==> src/logic/psrm_pkg.sv <==
package psrm_pkg;

    // timing
    localparam int unsigned CLK_FREQ_HZ     = 40_000_000;
    localparam int unsigned PULSE_MIN_MS    = 16;
    localparam int unsigned PULSE_MIN_CYC   = (CLK_FREQ_HZ / 1000) * PULSE_MIN_MS;
    localparam int unsigned RESET_HOLD_US   = 100;
    localparam int unsigned RESET_HOLD_CYC  = (CLK_FREQ_HZ / 1_000_000) * RESET_HOLD_US;
    localparam int unsigned SUSP_WARN_US    = 10;
    localparam int unsigned SUSP_WARN_CYC   = (CLK_FREQ_HZ / 1_000_000) * SUSP_WARN_US;

    // register offsets
    localparam logic [3:0] REG_CTRL   = 4'h0;
    localparam logic [3:0] REG_STATUS = 4'h1;
    localparam logic [3:0] REG_EVENT  = 4'h2;
    localparam logic [3:0] REG_LEVEL  = 4'h3;

    // control register fields
    localparam int CTRL_SLEEP_REQ  = 0;
    localparam int CTRL_DISK_REQ   = 1;
    localparam int CTRL_OFF_REQ    = 2;
    localparam int CTRL_SW_RESET   = 3;
    localparam int CTRL_ALERT_WAKE = 4;
    localparam int CTRL_CPU_TRIP   = 5;
    localparam int CTRL_WDT_FIRE   = 6;
    localparam int CTRL_RAIL_LOW   = 7;
    localparam logic [7:0] CTRL_RESET_VAL = 8'h00;

    // event register bits
    localparam int EV_POWER  = 0;
    localparam int EV_RESET  = 1;
    localparam int EV_LID    = 2;
    localparam int EV_SLEEP  = 3;
    localparam int EV_PWAKE  = 4;
    localparam int EV_GWAKE  = 5;
    localparam int EV_BATLO  = 6;
    localparam int EV_THERM  = 7;
    localparam int EV_ALERT  = 8;
    localparam int EV_COUNT  = 9;

    // pin input indices
    localparam int NUM_IN     = 10;
    localparam int IN_POWER   = 0;
    localparam int IN_RSTBTN  = 1;
    localparam int IN_LID     = 2;
    localparam int IN_SLPBTN  = 3;
    localparam int IN_PWAKE   = 4;
    localparam int IN_GWAKE   = 5;
    localparam int IN_BATLO   = 6;
    localparam int IN_THERM   = 7;
    localparam int IN_ALERT   = 8;
    localparam int IN_SUPPLY  = 9;
    localparam logic [NUM_IN-1:0] IN_IDLE = 10'h3FF;

    // power states
    typedef enum logic [2:0] {
        PS_OFF, PS_ON, PS_WARN, PS_RAM, PS_DISK
    } psrm_state_t;

    // register port request
    typedef struct packed {
        logic [3:0] addr;
        logic [15:0] wdata;
        logic        wr;
        logic        rd;
    } psrm_req_t;

    // state indicator outputs
    typedef struct packed {
        logic carrierResetN;
        logic suspendPendingN;
        logic sleepRamN;
        logic sleepDiskN;
        logic softOffN;
        logic thermalShutdownN;
        logic smiN;
    } psrm_pins_t;

endpackage : psrm_pkg

==> src/logic/psrm_manager.sv <==
// Function
// - power button falling edge leaves soft-off; here a low pulse of PULSE_CYC cycles does, while supply is good
// - reset button acts on falling edge; here on its low pulse once it has lasted PULSE_CYC cycles
// - held reset button never holds reset
// - carrier reset on any listed cause
// - supply_good high means supply good
// - warn peripherals before entering suspend
// - sleep_ram_n low in suspend-to-RAM
// - sleep_disk_n low in suspend-to-disk
// - soft_off_n asserted in soft-off
// - PCIe wake leaves sleep states
// - general wake leaves sleep states
// - battery low reported as event
// - lid assertions reported as events
// - sleep button sleeps or wakes; here it only wakes from sleep states and sets its event
// - over-temp input low flags condition
// - thermal shutdown output after CPU trip
// - bus alert selectable SMI or wake
// - fast shutdown unsupported, no input
//
// Design decisions made here: the register offsets and strobed register access.
module psrm_manager
#(
    parameter int unsigned PULSE_CYC = psrm_pkg::PULSE_MIN_CYC,
    parameter int unsigned HOLD_CYC  = psrm_pkg::RESET_HOLD_CYC,
    parameter int unsigned WARN_CYC  = psrm_pkg::SUSP_WARN_CYC
)
(
    // clock and reset
    input  wire logic                 ref_clk,
    input  wire logic                 reset,
    input  wire logic                 clkEn,
    // register port
    input  wire psrm_pkg::psrm_req_t  regReq,
    output logic [15:0]               regRdata,
    // carrier pins, active low unless named otherwise
    input  wire logic                 power_button_n,
    input  wire logic                 reset_button_n,
    input  wire logic                 lid_switch_n,
    input  wire logic                 sleep_button_n,
    input  wire logic                 pcie_wake_n,
    input  wire logic                 general_wake_n,
    input  wire logic                 battery_low_n,
    input  wire logic                 over_temp_in_n,
    input  wire logic                 smb_alert_n,
    input  wire logic                 supply_good,
    // indicator outputs
    output psrm_pkg::psrm_pins_t      pins
);
    import psrm_pkg::*;

    // counter widths
    localparam int PW = $clog2(PULSE_CYC + 1);
    localparam int HW = $clog2(HOLD_CYC + 1);
    localparam int WW = $clog2(WARN_CYC + 1);

    // refuse counts that the timers cannot serve
    if (PULSE_CYC < 1 || HOLD_CYC < 1 || WARN_CYC < 1)
    begin : g_bad_count
        $error("psrm_manager: counts must be at least one");
    end

    // whole module state
    typedef struct packed {
        logic [NUM_IN-1:0]           s1;       // first sync stage
        logic [NUM_IN-1:0]           s2;       // second sync stage
        logic [NUM_IN-1:0]           s3;       // third sync stage
        logic [NUM_IN-1:0]           clean;    // agreed pin level
        logic [NUM_IN-1:0][PW-1:0]   width;    // low-time counters
        logic [NUM_IN-1:0]           armed;    // pulse qualified flag
        logic [EV_COUNT-1:0]         events;   // sticky event bits
        logic [7:0]                  ctrl;     // control register
        psrm_state_t                 st;       // power state
        psrm_state_t                 target;   // suspend target
        logic [WW-1:0]               warnCnt;  // suspend warning timer
        logic [HW-1:0]               holdCnt;  // reset pulse stretch
        logic [15:0]                 rdata;    // read data
        psrm_pins_t                  pins;     // registered outputs
    } psrm_reg_t;

    psrm_reg_t r_q;  // registered state
    psrm_reg_t r_d;  // next state

    // pin vector in index order
    logic [NUM_IN-1:0] pinVec;
    assign pinVec = {supply_good, smb_alert_n, over_temp_in_n, battery_low_n, general_wake_n,
                     pcie_wake_n, sleep_button_n, lid_switch_n, reset_button_n, power_button_n};

    // qualified pulses and falling edges per input
    logic [NUM_IN-1:0] qualPulse;
    logic [NUM_IN-1:0] fallEdge;

    // qualify a low pulse of at least PULSE_CYC cycles, reported once
    genvar gi;
    generate
        for (gi = 0; gi < NUM_IN; gi++)
        begin : g_qual
            assign qualPulse[gi] = !r_q.clean[gi] && !r_q.armed[gi]
                                   && (r_q.width[gi] == PW'(PULSE_CYC - 1));
            assign fallEdge[gi]  = r_q.clean[gi] && (r_q.s2[gi] == r_q.s3[gi]) && !r_q.s3[gi];
        end
    endgenerate

    // register read mux
    function automatic logic [15:0] readMux(input logic [3:0] a, input psrm_reg_t s);
        logic [15:0] v;
        v = 16'h0000;
        unique case (a)
            REG_CTRL:   v = {8'h00, s.ctrl};
            REG_STATUS: v = {13'h0000, s.st};
            REG_EVENT:  v = {7'h00, s.events};
            REG_LEVEL:  v = {6'h00, s.clean};
            default:    v = 16'h0000;
        endcase
        return v;
    endfunction : readMux

    // next-state logic
    always_comb
    begin
        logic        wakeEv;
        logic        resetCause;
        logic [EV_COUNT-1:0] newEv;
        r_d        = r_q;
        wakeEv     = 1'b0;
        resetCause = 1'b0;
        newEv      = '0;

        // three-stage sync, level changes once stages two and three agree
        r_d.s1 = pinVec;
        r_d.s2 = r_q.s1;
        r_d.s3 = r_q.s2;
        for (int i = 0; i < NUM_IN; i++)
        begin
            if (r_q.s2[i] == r_q.s3[i])
            begin
                r_d.clean[i] = r_q.s3[i];
            end
            // low-time counter for pulse qualification
            if (r_q.clean[i])
            begin
                r_d.width[i] = '0;
                r_d.armed[i] = 1'b0;
            end
            else if (qualPulse[i])
            begin
                r_d.armed[i] = 1'b1;
            end
            else if (!r_q.armed[i])
            begin
                r_d.width[i] = r_q.width[i] + PW'(1);
            end
        end

        // event capture, qualified pulses for buttons and lid, edges for other sources
        newEv[EV_POWER] = qualPulse[IN_POWER];
        newEv[EV_RESET] = qualPulse[IN_RSTBTN];
        newEv[EV_LID]   = qualPulse[IN_LID];
        newEv[EV_SLEEP] = qualPulse[IN_SLPBTN];
        newEv[EV_PWAKE] = fallEdge[IN_PWAKE];
        newEv[EV_GWAKE] = fallEdge[IN_GWAKE];
        newEv[EV_BATLO] = fallEdge[IN_BATLO];
        newEv[EV_THERM] = fallEdge[IN_THERM];
        newEv[EV_ALERT] = fallEdge[IN_ALERT];

        // register writes, event bits cleared by writing one, set wins
        r_d.ctrl[CTRL_SW_RESET] = 1'b0;
        if (regReq.wr)
        begin
            unique case (regReq.addr)
                REG_CTRL:  r_d.ctrl = regReq.wdata[7:0];
                REG_EVENT: r_d.events = r_q.events & ~regReq.wdata[EV_COUNT-1:0];
                default:   ;
            endcase
        end
        r_d.events = r_d.events | newEv;

        // read data valid the cycle after the strobe only
        r_d.rdata = regReq.rd ? readMux(regReq.addr, r_q) : 16'h0000;

        // wake sources out of sleep states
        wakeEv = newEv[EV_PWAKE] || newEv[EV_GWAKE] || newEv[EV_POWER]
                 || newEv[EV_SLEEP]
                 || (newEv[EV_ALERT] && r_q.ctrl[CTRL_ALERT_WAKE]);

        // power state machine
        unique case (r_q.st)
            PS_OFF:
            begin
                if (newEv[EV_POWER] && r_q.clean[IN_SUPPLY])
                    r_d.st = PS_ON;
            end
            PS_ON:
            begin
                if (r_q.ctrl[CTRL_OFF_REQ])
                begin
                    r_d.st = PS_WARN;
                    r_d.target = PS_OFF;
                    r_d.warnCnt = WW'(WARN_CYC);
                end
                else if (r_q.ctrl[CTRL_DISK_REQ])
                begin
                    r_d.st = PS_WARN;
                    r_d.target = PS_DISK;
                    r_d.warnCnt = WW'(WARN_CYC);
                end
                else if (r_q.ctrl[CTRL_SLEEP_REQ])
                begin
                    r_d.st = PS_WARN;
                    r_d.target = PS_RAM;
                    r_d.warnCnt = WW'(WARN_CYC);
                end
            end
            PS_WARN:
            begin
                // hold the warning before the suspend takes effect
                if (r_q.warnCnt == WW'(1))
                begin
                    r_d.st = r_q.target;
                    r_d.ctrl[CTRL_SLEEP_REQ] = 1'b0;
                    r_d.ctrl[CTRL_DISK_REQ]  = 1'b0;
                    r_d.ctrl[CTRL_OFF_REQ]   = 1'b0;
                end
                else
                begin
                    r_d.warnCnt = r_q.warnCnt - WW'(1);
                end
            end
            PS_RAM, PS_DISK:
            begin
                if (wakeEv)
                    r_d.st = PS_ON;
            end
            // unused codes fall back to soft-off
            default:
            begin
                r_d.st = PS_OFF;
            end
        endcase

        // reset causes; the button counts once on its qualified low pulse only, then a fixed stretch
        resetCause = qualPulse[IN_RSTBTN]
                     || fallEdge[IN_SUPPLY]
                     || r_q.ctrl[CTRL_RAIL_LOW] || r_q.ctrl[CTRL_WDT_FIRE]
                     || r_q.ctrl[CTRL_SW_RESET];
        if (resetCause)
            r_d.holdCnt = HW'(HOLD_CYC);
        else if (r_q.holdCnt != '0)
            r_d.holdCnt = r_q.holdCnt - HW'(1);

        // outputs
        r_d.pins.carrierResetN   = !(resetCause || r_q.holdCnt != '0 || !r_q.clean[IN_SUPPLY]);
        r_d.pins.suspendPendingN = (r_d.st != PS_WARN);
        r_d.pins.sleepRamN       = !(r_d.st == PS_RAM || r_d.st == PS_DISK || r_d.st == PS_OFF);
        r_d.pins.sleepDiskN      = !(r_d.st == PS_DISK || r_d.st == PS_OFF);
        r_d.pins.softOffN        = (r_d.st != PS_OFF);
        r_d.pins.thermalShutdownN = !r_q.ctrl[CTRL_CPU_TRIP];
        r_d.pins.smiN            = !(r_q.events[EV_ALERT] && !r_q.ctrl[CTRL_ALERT_WAKE]);
    end

    // state register with clock enable
    always_ff @(posedge ref_clk or posedge reset)
    begin
        if (reset)
        begin
            r_q         <= '0;
            r_q.s1      <= IN_IDLE;
            r_q.s2      <= IN_IDLE;
            r_q.s3      <= IN_IDLE;
            r_q.clean   <= IN_IDLE;
            r_q.ctrl    <= CTRL_RESET_VAL;
            r_q.st      <= PS_OFF;
            r_q.target  <= PS_OFF;
            r_q.pins    <= 7'h41; // reset released, off state indicated, suspend pending and thermal shutdown also asserted
        end
        else if (clkEn)
        begin
            r_q <= r_d;
        end
    end

    // outputs straight from flip-flops; no fast-shutdown input exists
    assign regRdata = r_q.rdata;
    assign pins     = r_q.pins;

endmodule : psrm_manager

==> config.mk <==
export PLATFORM = sky130hd
export DESIGN_NAME = psrm_manager
export DESIGN_NICKNAME = d
export VERILOG_FILES = /design/src/logic/psrm_pkg.sv /design/src/logic/psrm_manager.sv
export SDC_FILE = /design/constraint.sdc
export NUM_CORES = 1
export LEC_CHECK = 0
export ABC_AREA = 0
export ABC_CLOCK_PERIOD_IN_PS = 10400
export BUFFER_PORTS_ARGS = -buffer_cell sky130_fd_sc_hd__buf_2
export CORE_UTILIZATION = 55
export DETAILED_ROUTE_END_ITERATION = 10
export PLACE_DENSITY = 0.84
export SLEW_MARGIN = 20
export SYNTH_ARGS = -nofsm -noshare
export SYNTH_HDL_FRONTEND = slang
export SYNTH_SLANG_ARGS = --single-unit
==> constraint.sdc <==
create_clock -name ref_clk -period 10.4 [get_ports ref_clk]
set_input_delay 1.56 -clock ref_clk [delete_from_list [all_inputs] [get_ports ref_clk]]
set_output_delay 1.56 -clock ref_clk [all_outputs]
set_load 0.02 [all_outputs]
==> impl_results.md, run 1 <==
* Minimum clock period at 3784 ps
* Fin Setup TNS at 0 ps
* Clock transition at the registers of the reported paths at 70 ps
* Core Area at 16,520 sq um
* Sequential area share after synthesis at 50.19%
* Pwr/cell area at 197.7 nW/um^2
* Vias post-DR at 7,083
* WL per Instance at 16.66 microns
* Net count, final at 982
* Final ANT Viol Nets at 0
* Area of the multi-input gates at 4200 sq um
* CP required at 10,720 ps
* Sw Share at 30.06%
* Status: complete, no violations
* CP startpoint: clkEn
* Initial core utilization at 56.15%
* Postcts setup bufs at 0
* Global-route wire length before repair at 33.14 mm
* R2R Path End: r_q[34]$_DFFE_PP0P_
* Fin. max-slew vios at 0
* Reg-to-reg startpoint: r_q[100]$_DFFE_PP0P_
* P_sw at 605.1 uW
* Syn avg cell area at 10.01 sq um
* Die Width at 131.9 microns
* Area Growth Syn to Fin at 9.763%
* CTS tree: built
* Yosys cell types at 65
* Max cap viols at 0
* Kind of critical path: in -> reg
* H-tree Lvls at 4
* # clock sinks at 184
* Final Hold Fails at 0
* Ys flop type: dfrtp_1
* Setup Slack @ Placement at 6194 ps
* Synthesized cell area at 9279 sq um
* Vias in the first global route at 6,967
* Routability cong. at 0.8450
* Fin Hold WS at 477.3 ps
* Setup ws final at 6616 ps
* Non-Filler Instances at 1,174
* Largest net degree at the start of global routing at 71
* Final period util at 36.38%
* Fmax at 264.3 MHz
* First-pass DRT Iterations at 5
* Adder-cell share of the synthesized area at 0.9439%
* Worst-case clock skew at 11.12 ps
* Drt initial violations at 629
* Critical path endpoint: r_q[133]$_DFFE_PP0P_
* Antenna violations before repair at 1
* Hold Path Class: reg -> reg
* Synth async-reset ratio at 100.0%
* Commonest non-fill, non-tap cells in the layout: dfrtp_1, nor2_1, nand2_1
* Final count of negative-setup-slack endpoints at 0
* Placed insts at 1,141
* Die ar. at 17,390 sq um
* CTS root buffer: clkbuf_16
* I/O Pins at 58
* Worst setup EP type: register
* Reg2reg setup slack at 7560 ps
* Later-pin clock latency in the skew report at 440 ps
* Maximum clock insertion buffer count at 2
* Port bufs at 44
* Synth Area in XOR/XNOR at 5.852%
* Crit Path Max Fanout at 70
* Simple logic cell fraction of the synthesized area at 19.43%
* Logic pwr share at 17.6%
* Final wirelength at 19.56 mm
* Share of cells above drive strength 1 at 17.94%
* Internal power at 1408 uW
* Gr ovfl total at 0
* Setup crit start kind: primary input
* Post-cts gate resize count at 0
* Leak at 0.004224 uW
* Normalized max-slew margin at 30.07%
* DRC errors left at 0
* Worst Tran Pin Value at 1047 ps
* Post-synthesis compound-gate area fraction at 13.48%
* GRT Total Usage at 23.59%
* RSZ-0062 raised after global routing: no
* Post-CTS Hold Buffers at 0
* Core Rows at 47
* Clock network power share at 34.1%
* Largest family of logic cells by synthesized area: simple AND/OR/NAND/NOR gates
* Reg2Reg Depth at 6
* Flops & latches, synth at 184
* Number of synthesis warnings at 0
* Reg power frac at 48.3%
* WP data arrival at 4110 ps
* Via density at 6.033
* DP HPWL at 12.73 mm
* Fillers at 1,277
* Seq. cell area at 4657 sq um
* Post-synth EDFFs at 0
* Die Ht at 131.9 microns
* Max VDD drop at 0.1366 mV
* Cts bufs inserted at 17
* Mux contribution to synthesized area at 5.259%
* Syn Inst Count at 927
* Most common cell after layout, fill and taps aside: dfrtp_1
worst min-delay path by stage:
stage | startpoint | end | slack, ps | cells after the start
6_report | r_q[46]$_DFFE_PP0P_ | r_q[46]$_DFFE_PP0P_ | 480 | 2
5_1_grt | pins[6]$_DFFE_PP1P_ | pins[6]$_DFFE_PP1P_ | 500 | 1
4_1_cts | r_q[46]$_DFFE_PP0P_ | r_q[46]$_DFFE_PP0P_ | 480 | 2
3_5_place_dp | r_q[46]$_DFFE_PP0P_ | r_q[46]$_DFFE_PP0P_ | 470 | 2
3_3_place_gp | r_q[59]$_DFFE_PP0P_ | r_q[59]$_DFFE_PP0P_ | 460 | 2
2_1_floorplan | r_q[46]$_DFFE_PP0P_ | r_q[46]$_DFFE_PP0P_ | 430 | 2
per-layer routing:
layer | vias to the layer above | share of wire, % | global-route usage (%)
li1 | 3331 | - | -
met5 | - | 0 | 0
met2 | 181 | 49 | 38.62
met3 | 32 | 4.4 | 4.806
met1 | 3539 | 45 | 31.19
met4 | 0 | 1.7 | 8.592
power groups by stage:
| stage | clock network [uW] | registers, uW | logic (uW) |
|---|---|---|---|
| 2_1_floorplan | 0 | 930 | 302 |
| 3_3_place_gp | 0 | 970 | 333 |
| 3_5_place_dp | 0 | 976 | 351 |
| 4_1_cts | 694 | 968 | 357 |
| 5_1_grt | 722 | 988 | 401 |
| 6_report | 687 | 972 | 354 |
synthesized netlist by cell type (4+ instances only):
| library cell | count | share of area, % |
|---|---|---|
| a22o_1 | 9 | 0.85 |
| ha_1 | 7 | 0.94 |
| mux2_2 | 32 | 3.9 |
| or4_1 | 9 | 0.73 |
| a31oi_1 | 6 | 0.40 |
| o2111ai_1 | 11 | 1.0 |
| and4_1 | 8 | 0.76 |
| o31ai_1 | 8 | 0.65 |
| nand4_1 | 14 | 0.94 |
| clkbuf_1 | 28 | 1.1 |
| buf_1 | 7 | 0.28 |
| nor3b_1 | 8 | 0.65 |
| inv_1 | 31 | 1.3 |
| xor2_1 | 36 | 3.4 |
| mux2i_1 | 6 | 0.65 |
| and2_1 | 8 | 0.54 |
| or3_1 | 27 | 1.8 |
| nor2b_1 | 5 | 0.34 |
| nand2_1 | 64 | 2.6 |
| a22oi_1 | 5 | 0.40 |
| o21ai_0 | 58 | 3.1 |
| xnor2_1 | 26 | 2.5 |
| o211ai_1 | 4 | 0.32 |
| buf_4 | 23 | 1.9 |
| nor4b_1 | 6 | 0.57 |
| o2bb2ai_1 | 18 | 1.7 |
| dfrtp_1 | 142 | 38 |
| a21oi_1 | 44 | 2.4 |
| nand2b_1 | 5 | 0.34 |
| buf_2 | 5 | 0.27 |
| a211oi_1 | 4 | 0.32 |
| nor4_1 | 7 | 0.47 |
| nor2_1 | 93 | 3.8 |
| nand3_1 | 46 | 2.5 |
| dfstp_2 | 42 | 12 |
| nor3_1 | 20 | 1.1 |
| and3_1 | 12 | 0.81 |
worst max-delay path: stages:
cell,delay [ps]
buf_4,230
buf_4,640
nor2b_1,480
o31ai_1,160
a2111oi_2,630
nand3_1,180
xor2_1,160
nor2_1,50
registers in the layout, summed over array words and instances (netlist names):
name and flops:
r_q 147, pins 7, r_d 20, regRdata 10
layout make-up:
type / count / area share [%]
Antenna cell: 1 / 0.02457
Clock buffer: 26 / 5.651
Clock inverter: 6 / 0.6880
Inverter: 31 / 1.192
Multi-Input combinational cell: 654 / 41.24
Sequential cell: 184 / 45.72
Tap cell: 220 / 2.703
Timing Repair Buffer: 52 / 2.776
kinds of logic after synthesis:
family | Yosys count
fa+ha+maj | 7
other cells | 1
buf+inv | 94
compound gates | 191
simple gates | 347
xor+xnor | 62
flops | 184
mux | 41
stage by stage:
step                      cell area, sq um  utilization, %  total power, uW
final                                10180           61.63             2013
after global routing                 10180           61.63             2111
after CTS                            10180           61.62             2019
after detailed placement              9537           57.71             1327
after global placement                9532           57.68             1303
after floorplan                       9298               -             1232
No activity file was read; power rests on OpenSTA's default activity.
==> run 2, diff against run 1 <==
--- a/config.mk
+++ b/config.mk
@@ -6,7 +6,7 @@
 export NUM_CORES = 1
 export LEC_CHECK = 0
 export ABC_AREA = 0
-export ABC_CLOCK_PERIOD_IN_PS = 10400
+export ABC_CLOCK_PERIOD_IN_PS = 3800
 export BUFFER_PORTS_ARGS = -buffer_cell sky130_fd_sc_hd__buf_2
 export CORE_UTILIZATION = 55
 export DETAILED_ROUTE_END_ITERATION = 10
==> constraint.sdc (replaced) <==
create_clock -name ref_clk -period 3.8 [get_ports ref_clk]
set_input_delay 0.57 -clock ref_clk [delete_from_list [all_inputs] [get_ports ref_clk]]
set_output_delay 0.57 -clock ref_clk [all_outputs]
set_load 0.02 [all_outputs]
==> run 2 against run 1 <==
Against the previous run: the run now ends with design-rule violations left; register-to-register slack worse by 6500 ps; first-iteration DRC count down 14%; critical path depth down 1; final area down 0.30%; sequential power rose to 2.7 times the previous value; via count down 0.85%; critical path type is now reg -> reg; critical endpoint is now r_q[95]$_DFFE_PP0P_; largest power group unchanged.
==> impl_results.md, run 2 (same netlist as run 1, synthesis figures left out) <==
* Status: complete, but fails checks
* Failing checks: design-rule violations
* Fmax at 366.1 MHz
* Non-Filler Instances at 1,178 (+0.34%)
* Final period util at 71.89%
* First-pass DRT Iterations at 8 (+3)
* Worst-case clock skew at 7.952 ps (-3.166 ps)
* Drt initial violations at 544 (-14%)
* Crit Path Max Fanout at 7 (-90%)
* Final core utilization at 61.45% (-0.18 points)
* GRT Total Usage at 23.13% (-0.46 points)
* DP HPWL at 12.64 mm (-0.67%)
* WL per Instance at 16.08 microns (-3.5%)
* DRC errors left at 2 (+2)
* Initial core utilization at 56.15% (unchanged)
* Gr ovfl total at 0 (unchanged)
* Kind of critical path: reg -> reg
* Cts bufs inserted at 17 (unchanged)
* Final ANT Viol Nets at 0 (unchanged)
* Pwr/cell area at 526.1 nW/um^2 (+170%)
* Normalized max-slew margin at 37.68% (+7.6 points)
* Via density at 5.962 (-1.2%)
* Post-cts gate resize count at 0 (unchanged)
* Fin Setup TNS at 0 ps (unchanged)
* Die Ht at 131.9 microns (unchanged)
* Worst Tran Pin Value at 929.2 ps (-117.6 ps)
* Global-route wire length before repair at 32.59 mm (-1.7%)
* Antenna violations before repair at 0 (-1)
* Max FFs per register at 147 (unchanged)
* H-tree Lvls at 4 (unchanged)
* Share of cells above drive strength 1 at 17.95% (about the same)
* # clock sinks at 184 (unchanged)
* Setup crit start kind: register
* CTS root buffer: clkbuf_16
* CP required at 4110 ps (-6610 ps)
* Most common cell after layout, fill and taps aside: dfrtp_1
* Area Growth Syn to Fin at 9.439%
* Hold Path Class: in -> async
* Core Area at 16,520 sq um (unchanged)
* Post-CTS Hold Buffers at 0 (unchanged)
* Port bufs at 44 (unchanged)
* I/O Pins at 58 (unchanged)
* Crit-path cells: ha_1 -> nand4_1 -> nor3_1 -> a21oi_1 -> o21ai_0 -> nor3_1 -> mux2_2
* Final Hold Fails at 0 (unchanged)
* Maximum clock insertion buffer count at 2 (unchanged)
* Routability cong. at 0.8436 (-0.17%)
* Final wirelength at 18.94 mm (-3.2%)
* Vias in the first global route at 6,998 (+0.44%)
* WP data arrival at 3040 ps (-1070 ps)
* Final count of negative-setup-slack endpoints at 0 (unchanged)
* Die ar. at 17,390 sq um (unchanged)
* Commonest non-fill, non-tap cells in the layout: dfrtp_1, nor2_1, nand2_1
* Max VDD drop at 0.3487 mV (+160%)
* Max cap viols at 0 (unchanged)
* Later-pin clock latency in the skew report at 430 ps (about the same)
* Leak at 0.004206 uW (-0.43%)
* Max stage delay on crit path at 590 ps (-50 ps)
* Vias post-DR at 7,023 (-0.85%)
* Worst setup EP type: register
* Slowest CP cell: nor3_1
* ANT cells at 0 (-1)
* Die Width at 131.9 microns (unchanged)
* Power after layout at 5342 uW (+170%)
* Placed insts at 1,146 (+0.44%)
* Fin. max-slew vios at 0 (unchanged)
* Fin Hold WS at 258.6 ps (-218.7 ps)
* Postcts setup bufs at 0 (unchanged)
* Minimum clock period at 2732 ps
* RSZ-0062 raised after global routing: no
* Core Rows at 47 (unchanged)
* Critical Path Most Common Cell: nor3_1
* Net count, final at 987 (+0.51%)
* Largest net degree at the start of global routing at 102 (+44%)
* Clock transition at the registers of the reported paths at 70 ps (about the same)
* Top reg by flops: r_q
* CTS tree: built
[run 2: metrics by stage]
| step | setup slack (ps) | instance area (sq um) |
|---|---|---|
| 2_1_floorplan | 899.8 | 9301 |
| 3_3_place_gp | 1160 | 9580 |
| 3_5_place_dp | 1084 | 9580 |
| 4_1_cts | 1092 | 10150 |
| 5_1_grt | 755.5 | 10150 |
| 6_report | 1068 | 10150 |
[run 2: cell type report]
class,count,area (sq um)
Clock buffer,25,475.5
Clock inverter,7,98.84
Fill cell,1305,6370
Inverter,31,120.1
Multi-Input combinational cell,654,4195
Sequential cell,184,4657
Tap cell,220,275.3
Timing Repair Buffer,57,332.8
[run 2: worst max-delay path, delay by kind of cell, from the launching register on]
kind,cells,cell delay [ps]
AND/OR/NAND/NOR,3,860
AO/OA/AOI/OAI,2,800
flip-flops,1,430
multiplexers,1,300
adder cells (fa/ha/maj),1,230
[run 2: path summary, 6_finish.rpt]
kind                                           start  slack, ps              endpoint  depth (start not counted)
worst max-delay path             r_q[77]$_DFFE_PP0P_       1070   r_q[95]$_DFFE_PP0P_                          7
worst min-delay path                           reset        260  r_q[101]$_DFFE_PP0P_                          2
worst max register to register   r_q[77]$_DFFE_PP0P_       1070   r_q[95]$_DFFE_PP0P_                          7
worst min register to register  r_q[289]$_DFFE_PP1P_        480  r_q[289]$_DFFE_PP1P_                          2
max in group asynchronous                      reset       2460   r_q[87]$_DFFE_PP0P_                          3
min in group ref_clk                     pcie_wake_n        370  r_d[301]$_DFFE_PP1P_                          2
[run 2: power breakdown]
| group | total, uW | internal [uW] | leakage [uW] | switching (uW) |
|---|---|---|---|---|
| Clock | 1720 | 1010 | 0.000276 | 712 |
| Combinational | 974 | 409 | 0.00162 | 565 |
| Sequential | 2650 | 2320 | 0.00231 | 328 |
[run 2: per-layer routing]
layer / track usage, % / part of all wire (%) / up-vias
met1: 30.31 / 45 / 3443
met5: 0 / 0 / -
met3: 3.998 / 3.9 / 41
li1: - / - / 3353
met4: 9.884 / 2.6 / 0
met2: 38.07 / 48 / 186
==> run 3, diff against run 2 <==
--- a/config.mk
+++ b/config.mk
@@ -5,8 +5,8 @@
 export SDC_FILE = /design/constraint.sdc
 export NUM_CORES = 1
 export LEC_CHECK = 0
-export ABC_AREA = 0
-export ABC_CLOCK_PERIOD_IN_PS = 3800
+export ABC_AREA = 1
+export ABC_CLOCK_PERIOD_IN_PS = 2600
 export BUFFER_PORTS_ARGS = -buffer_cell sky130_fd_sc_hd__buf_2
 export CORE_UTILIZATION = 55
 export DETAILED_ROUTE_END_ITERATION = 10
==> constraint.sdc (replaced) <==
create_clock -name ref_clk -period 2.6 [get_ports ref_clk]
set_input_delay 0.39 -clock ref_clk [delete_from_list [all_inputs] [get_ports ref_clk]]
set_output_delay 0.39 -clock ref_clk [all_outputs]
set_load 0.02 [all_outputs]
==> run 3 against run 2 <==
Against the previous run: the flow now finishes without violations; non-clock buffer count unchanged; routed wire length increased by 20%; clock-buffer cell count decreased by 6; worst setup slack got worse by 810 ps; clock skew increased by 2.2 ps; largest cell class unchanged; critical path depth increased by 4; sequential share of layout area decreased by 3.3 points; highest routed layer unchanged; via count increased by 21%; clock power increased by 74%; largest power group unchanged; flip-flop and latch count unchanged.
==> impl_results.md, run 3 <==
* Most frequent cell after synthesis: nand2_1
* Via density at 5.599 (-6.1%)
* Worst Tran Pin Value at 652.0 ps (-277.1 ps)
* CP required at 2970 ps (-1140 ps)
* Die Ht at 136.3 microns (+3.3%)
* Top cells by count, synth: nand2_1, inv_1, dfrtp_1
* Syn avg cell area at 7.967 sq um (-20%)
* Synthesized cell area at 9920 sq um (+6.9%)
* Die ar. at 18,580 sq um (+6.8%)
* Fin Setup TNS at 0 ps (unchanged)
* Hold Path Class: in -> async
* Yosys cell types at 47 (-28%)
* # clock sinks at 184 (unchanged)
* Post-synth top area share at 35.82% (-2.5 points)
* ANT cells at 0 (unchanged)
* Antenna violations before repair at 0 (unchanged)
* Internal power at 5937 uW (+59%)
* Global-route wire length before repair at 38.45 mm (+18%)
* Synth async-reset ratio at 100.0% (unchanged)
* Fin. max-slew vios at 0 (unchanged)
* Vias in the first global route at 8,021 (+15%)
* CTS root buffer: clkbuf_16
* Gr ovfl total at 0 (unchanged)
* Share of cells above drive strength 1 at 13.60% (-4.4 points)
* Normalized max-slew margin at 56.44% (+19 points)
* WL per Instance at 14.98 microns (-6.8%)
* Core Rows at 48 (+2.1%)
* Core Area at 17,480 sq um (+5.8%)
* Syn Inst Count at 1,245 (+34%)
* Vias post-DR at 8,465 (+21%)
* Sw Share at 32.37% (+2.3 points)
* Power after layout at 8779 uW (+64%)
* DP HPWL at 15.88 mm (+26%)
* Final ANT Viol Nets at 0 (unchanged)
* DRC errors left at 0 (-2)
* Final Instance Area at 10,940 sq um (+7.7%)
* Reg2reg setup slack at 260 ps (-810 ps)
* First-pass DRT Iterations at 6 (-2)
* Final wirelength at 22.65 mm (+20%)
* Final core utilization at 62.57% (+1.1 points)
* CTS tree: built
* RSZ-0062 raised after global routing: no
* Crit Path Max Fanout at 21 (+14)
* Final Hold Fails at 0 (unchanged)
* Number of synthesis warnings at 0 (unchanged)
* Port bufs at 44 (unchanged)
* Logic pwr share at 21.2% (+3.0 points)
* Sequential area share after synthesis at 46.95% (-3.2 points)
* Reg power frac at 44.6% (-5.0 points)
* Worst-case clock skew at 10.12 ps (+2.165 ps)
* Max VDD drop at 0.5710 mV (+64%)
* Reg2Reg Depth at 11 (+4)
* Top cells by area, synth: dfrtp_1, dfstp_2, nand2_1
* Max FFs per register at 147 (unchanged)
* Commonest non-fill, non-tap cells in the layout: nand2_1, inv_1, dfrtp_1
* Cell taking the most area after synthesis: dfrtp_1
* Routability cong. at 0.9069 (+7.5%)
* Setup crit start kind: register
* Final period util at 90.09% (+18 points)
* P_sw at 2842 uW (+77%)
* Cts bufs inserted at 17 (unchanged)
* Clock transition at the registers of the reported paths at 60 ps (about the same)
* R2R Path End: r_q[29]$_DFFE_PP0P_
* Post-DP Area at 10,250 sq um (+7.0%)
* Clock network power share at 34.2% (+2.0 points)
* Later-pin clock latency in the skew report at 440 ps (about the same)
* Area Growth Syn to Fin at 10.24%
* WP data arrival at 2720 ps (-320 ps)
* Post-synth EDFFs at 0 (unchanged)
* Maximum clock insertion buffer count at 2 (unchanged)
* GRT Total Usage at 26.36% (+3.2 points)
* Minimum clock period at 2342 ps (-389.5 ps)
* Reg-to-reg startpoint: r_q[97]$_DFFE_PP0P_
* Ys flop type: dfrtp_1
* Drt initial violations at 680 (+25%)
* I/O Pins at 58 (unchanged)
* Initial core utilization at 56.76% (+0.61 points)
* Largest net degree at the start of global routing at 52 (-49%)
* Final count of negative-setup-slack endpoints at 0 (unchanged)
* H-tree Lvls at 4 (unchanged)
* Most common cell after layout, fill and taps aside: nand2_1
* Kind of critical path: reg -> reg
* Fin Hold WS at 45.88 ps (-212.7 ps)
* Leak at 0.005013 uW (+19%)
* Flops & latches, synth at 184 (unchanged)
* Status: complete, no violations
* Die Width at 136.3 microns (+3.3%)
* Max cap viols at 0 (unchanged)
* Net count, final at 1,316 (+33%)
* Top reg by flops: r_q
* Worst setup EP type: register
* Fmax at 426.9 MHz (+17%)
* Pwr/cell area at 802.8 nW/um^2 (+53%)
## run 3: metal layers
metal | wire length [microns] | up-vias | track usage (%)
met5 | 0 | - | 0
met4 | 471 | 0 | 9.136
met3 | 1323 | 48 | 4.922
met2 | 10730 | 272 | 41.82
met1 | 10130 | 4015 | 36.10
li1 | - | 4130 | -
## run 3: worst max-delay path: stages, from the launching register on
cell     delay [ps]
dfrtp_1         400
ha_1            300
nand3_1         160
nor3_2          210
nand4_1         180
nor2_1          180
nand2_1         120
nand4_1         100
nand2_2         260
inv_1           240
nand2_1          80
nand2_1          60
## run 3: timing repair
action                     in CTS  in global routing
setup endpoints to repair       0                  8
gates resized for setup         0                  1
buffers inserted                0                  0
hold endpoints to repair        0                  0
hold buffers                    0                  0
## run 3: logic make-up (layout without fill, tap and decap cells)
family,count (synthesis),after routing,synth area share (%)
AO/OA/AOI/OAI,219,219,12.59
XOR/XNOR,39,39,3.444
adder cells (fa/ha/maj),7,7,0.8829
buffers and inverters,220,257,9.662
flip-flops,184,184,46.95
other,1,6,0.03780
AND/OR/NAND/NOR,575,575,26.44
## run 3: per-stage QoR
step	setup WS (ps)	cells
after floorplan	-120.2	1250
after global placement	290.0	1480
after detailed placement	167.2	1480
after CTS	142.8	1512
after global routing	11.80	1512
final	257.8	1512
## run 3: power groups by stage
stage               registers [uW]  clock network (uW)  logic [uW]
floorplan                     3780                   0        1530
global placement              3920                   0        1730
detailed placement            3940                   0        1820
CTS                           3900                3030        1850
global route                  3990                3160        2130
finish                        3920                3000        1860
## run 3: how the worst max path moves through the flow
stage,startpoint,to,slack (ps)
3_5_place_dp,r_q[97]$_DFFE_PP0P_,r_q[99]$_DFFE_PP0P_,170
3_3_place_gp,r_q[97]$_DFFE_PP0P_,r_q[99]$_DFFE_PP0P_,290
4_1_cts,r_q[97]$_DFFE_PP0P_,r_q[108]$_DFFE_PP0P_,140
6_report,r_q[97]$_DFFE_PP0P_,r_q[29]$_DFFE_PP0P_,260
5_1_grt,r_q[97]$_DFFE_PP0P_,r_q[31]$_DFFE_PP0P_,10
2_1_floorplan,reset,pins[1]$_DFFE_PP0P_,-120
## run 3: final cells by class
| class | count | area, sq um |
|---|---|---|
| Multi-Input combinational cell | 846 | 4323 |
| Inverter | 168 | 639.4 |
| Clock buffer | 19 | 442.9 |
| Clock inverter | 13 | 236.5 |
| Fill cell | 1441 | 6541 |
| Tap cell | 225 | 281.5 |
| Timing Repair Buffer | 57 | 355.3 |
| Sequential cell | 184 | 4657 |
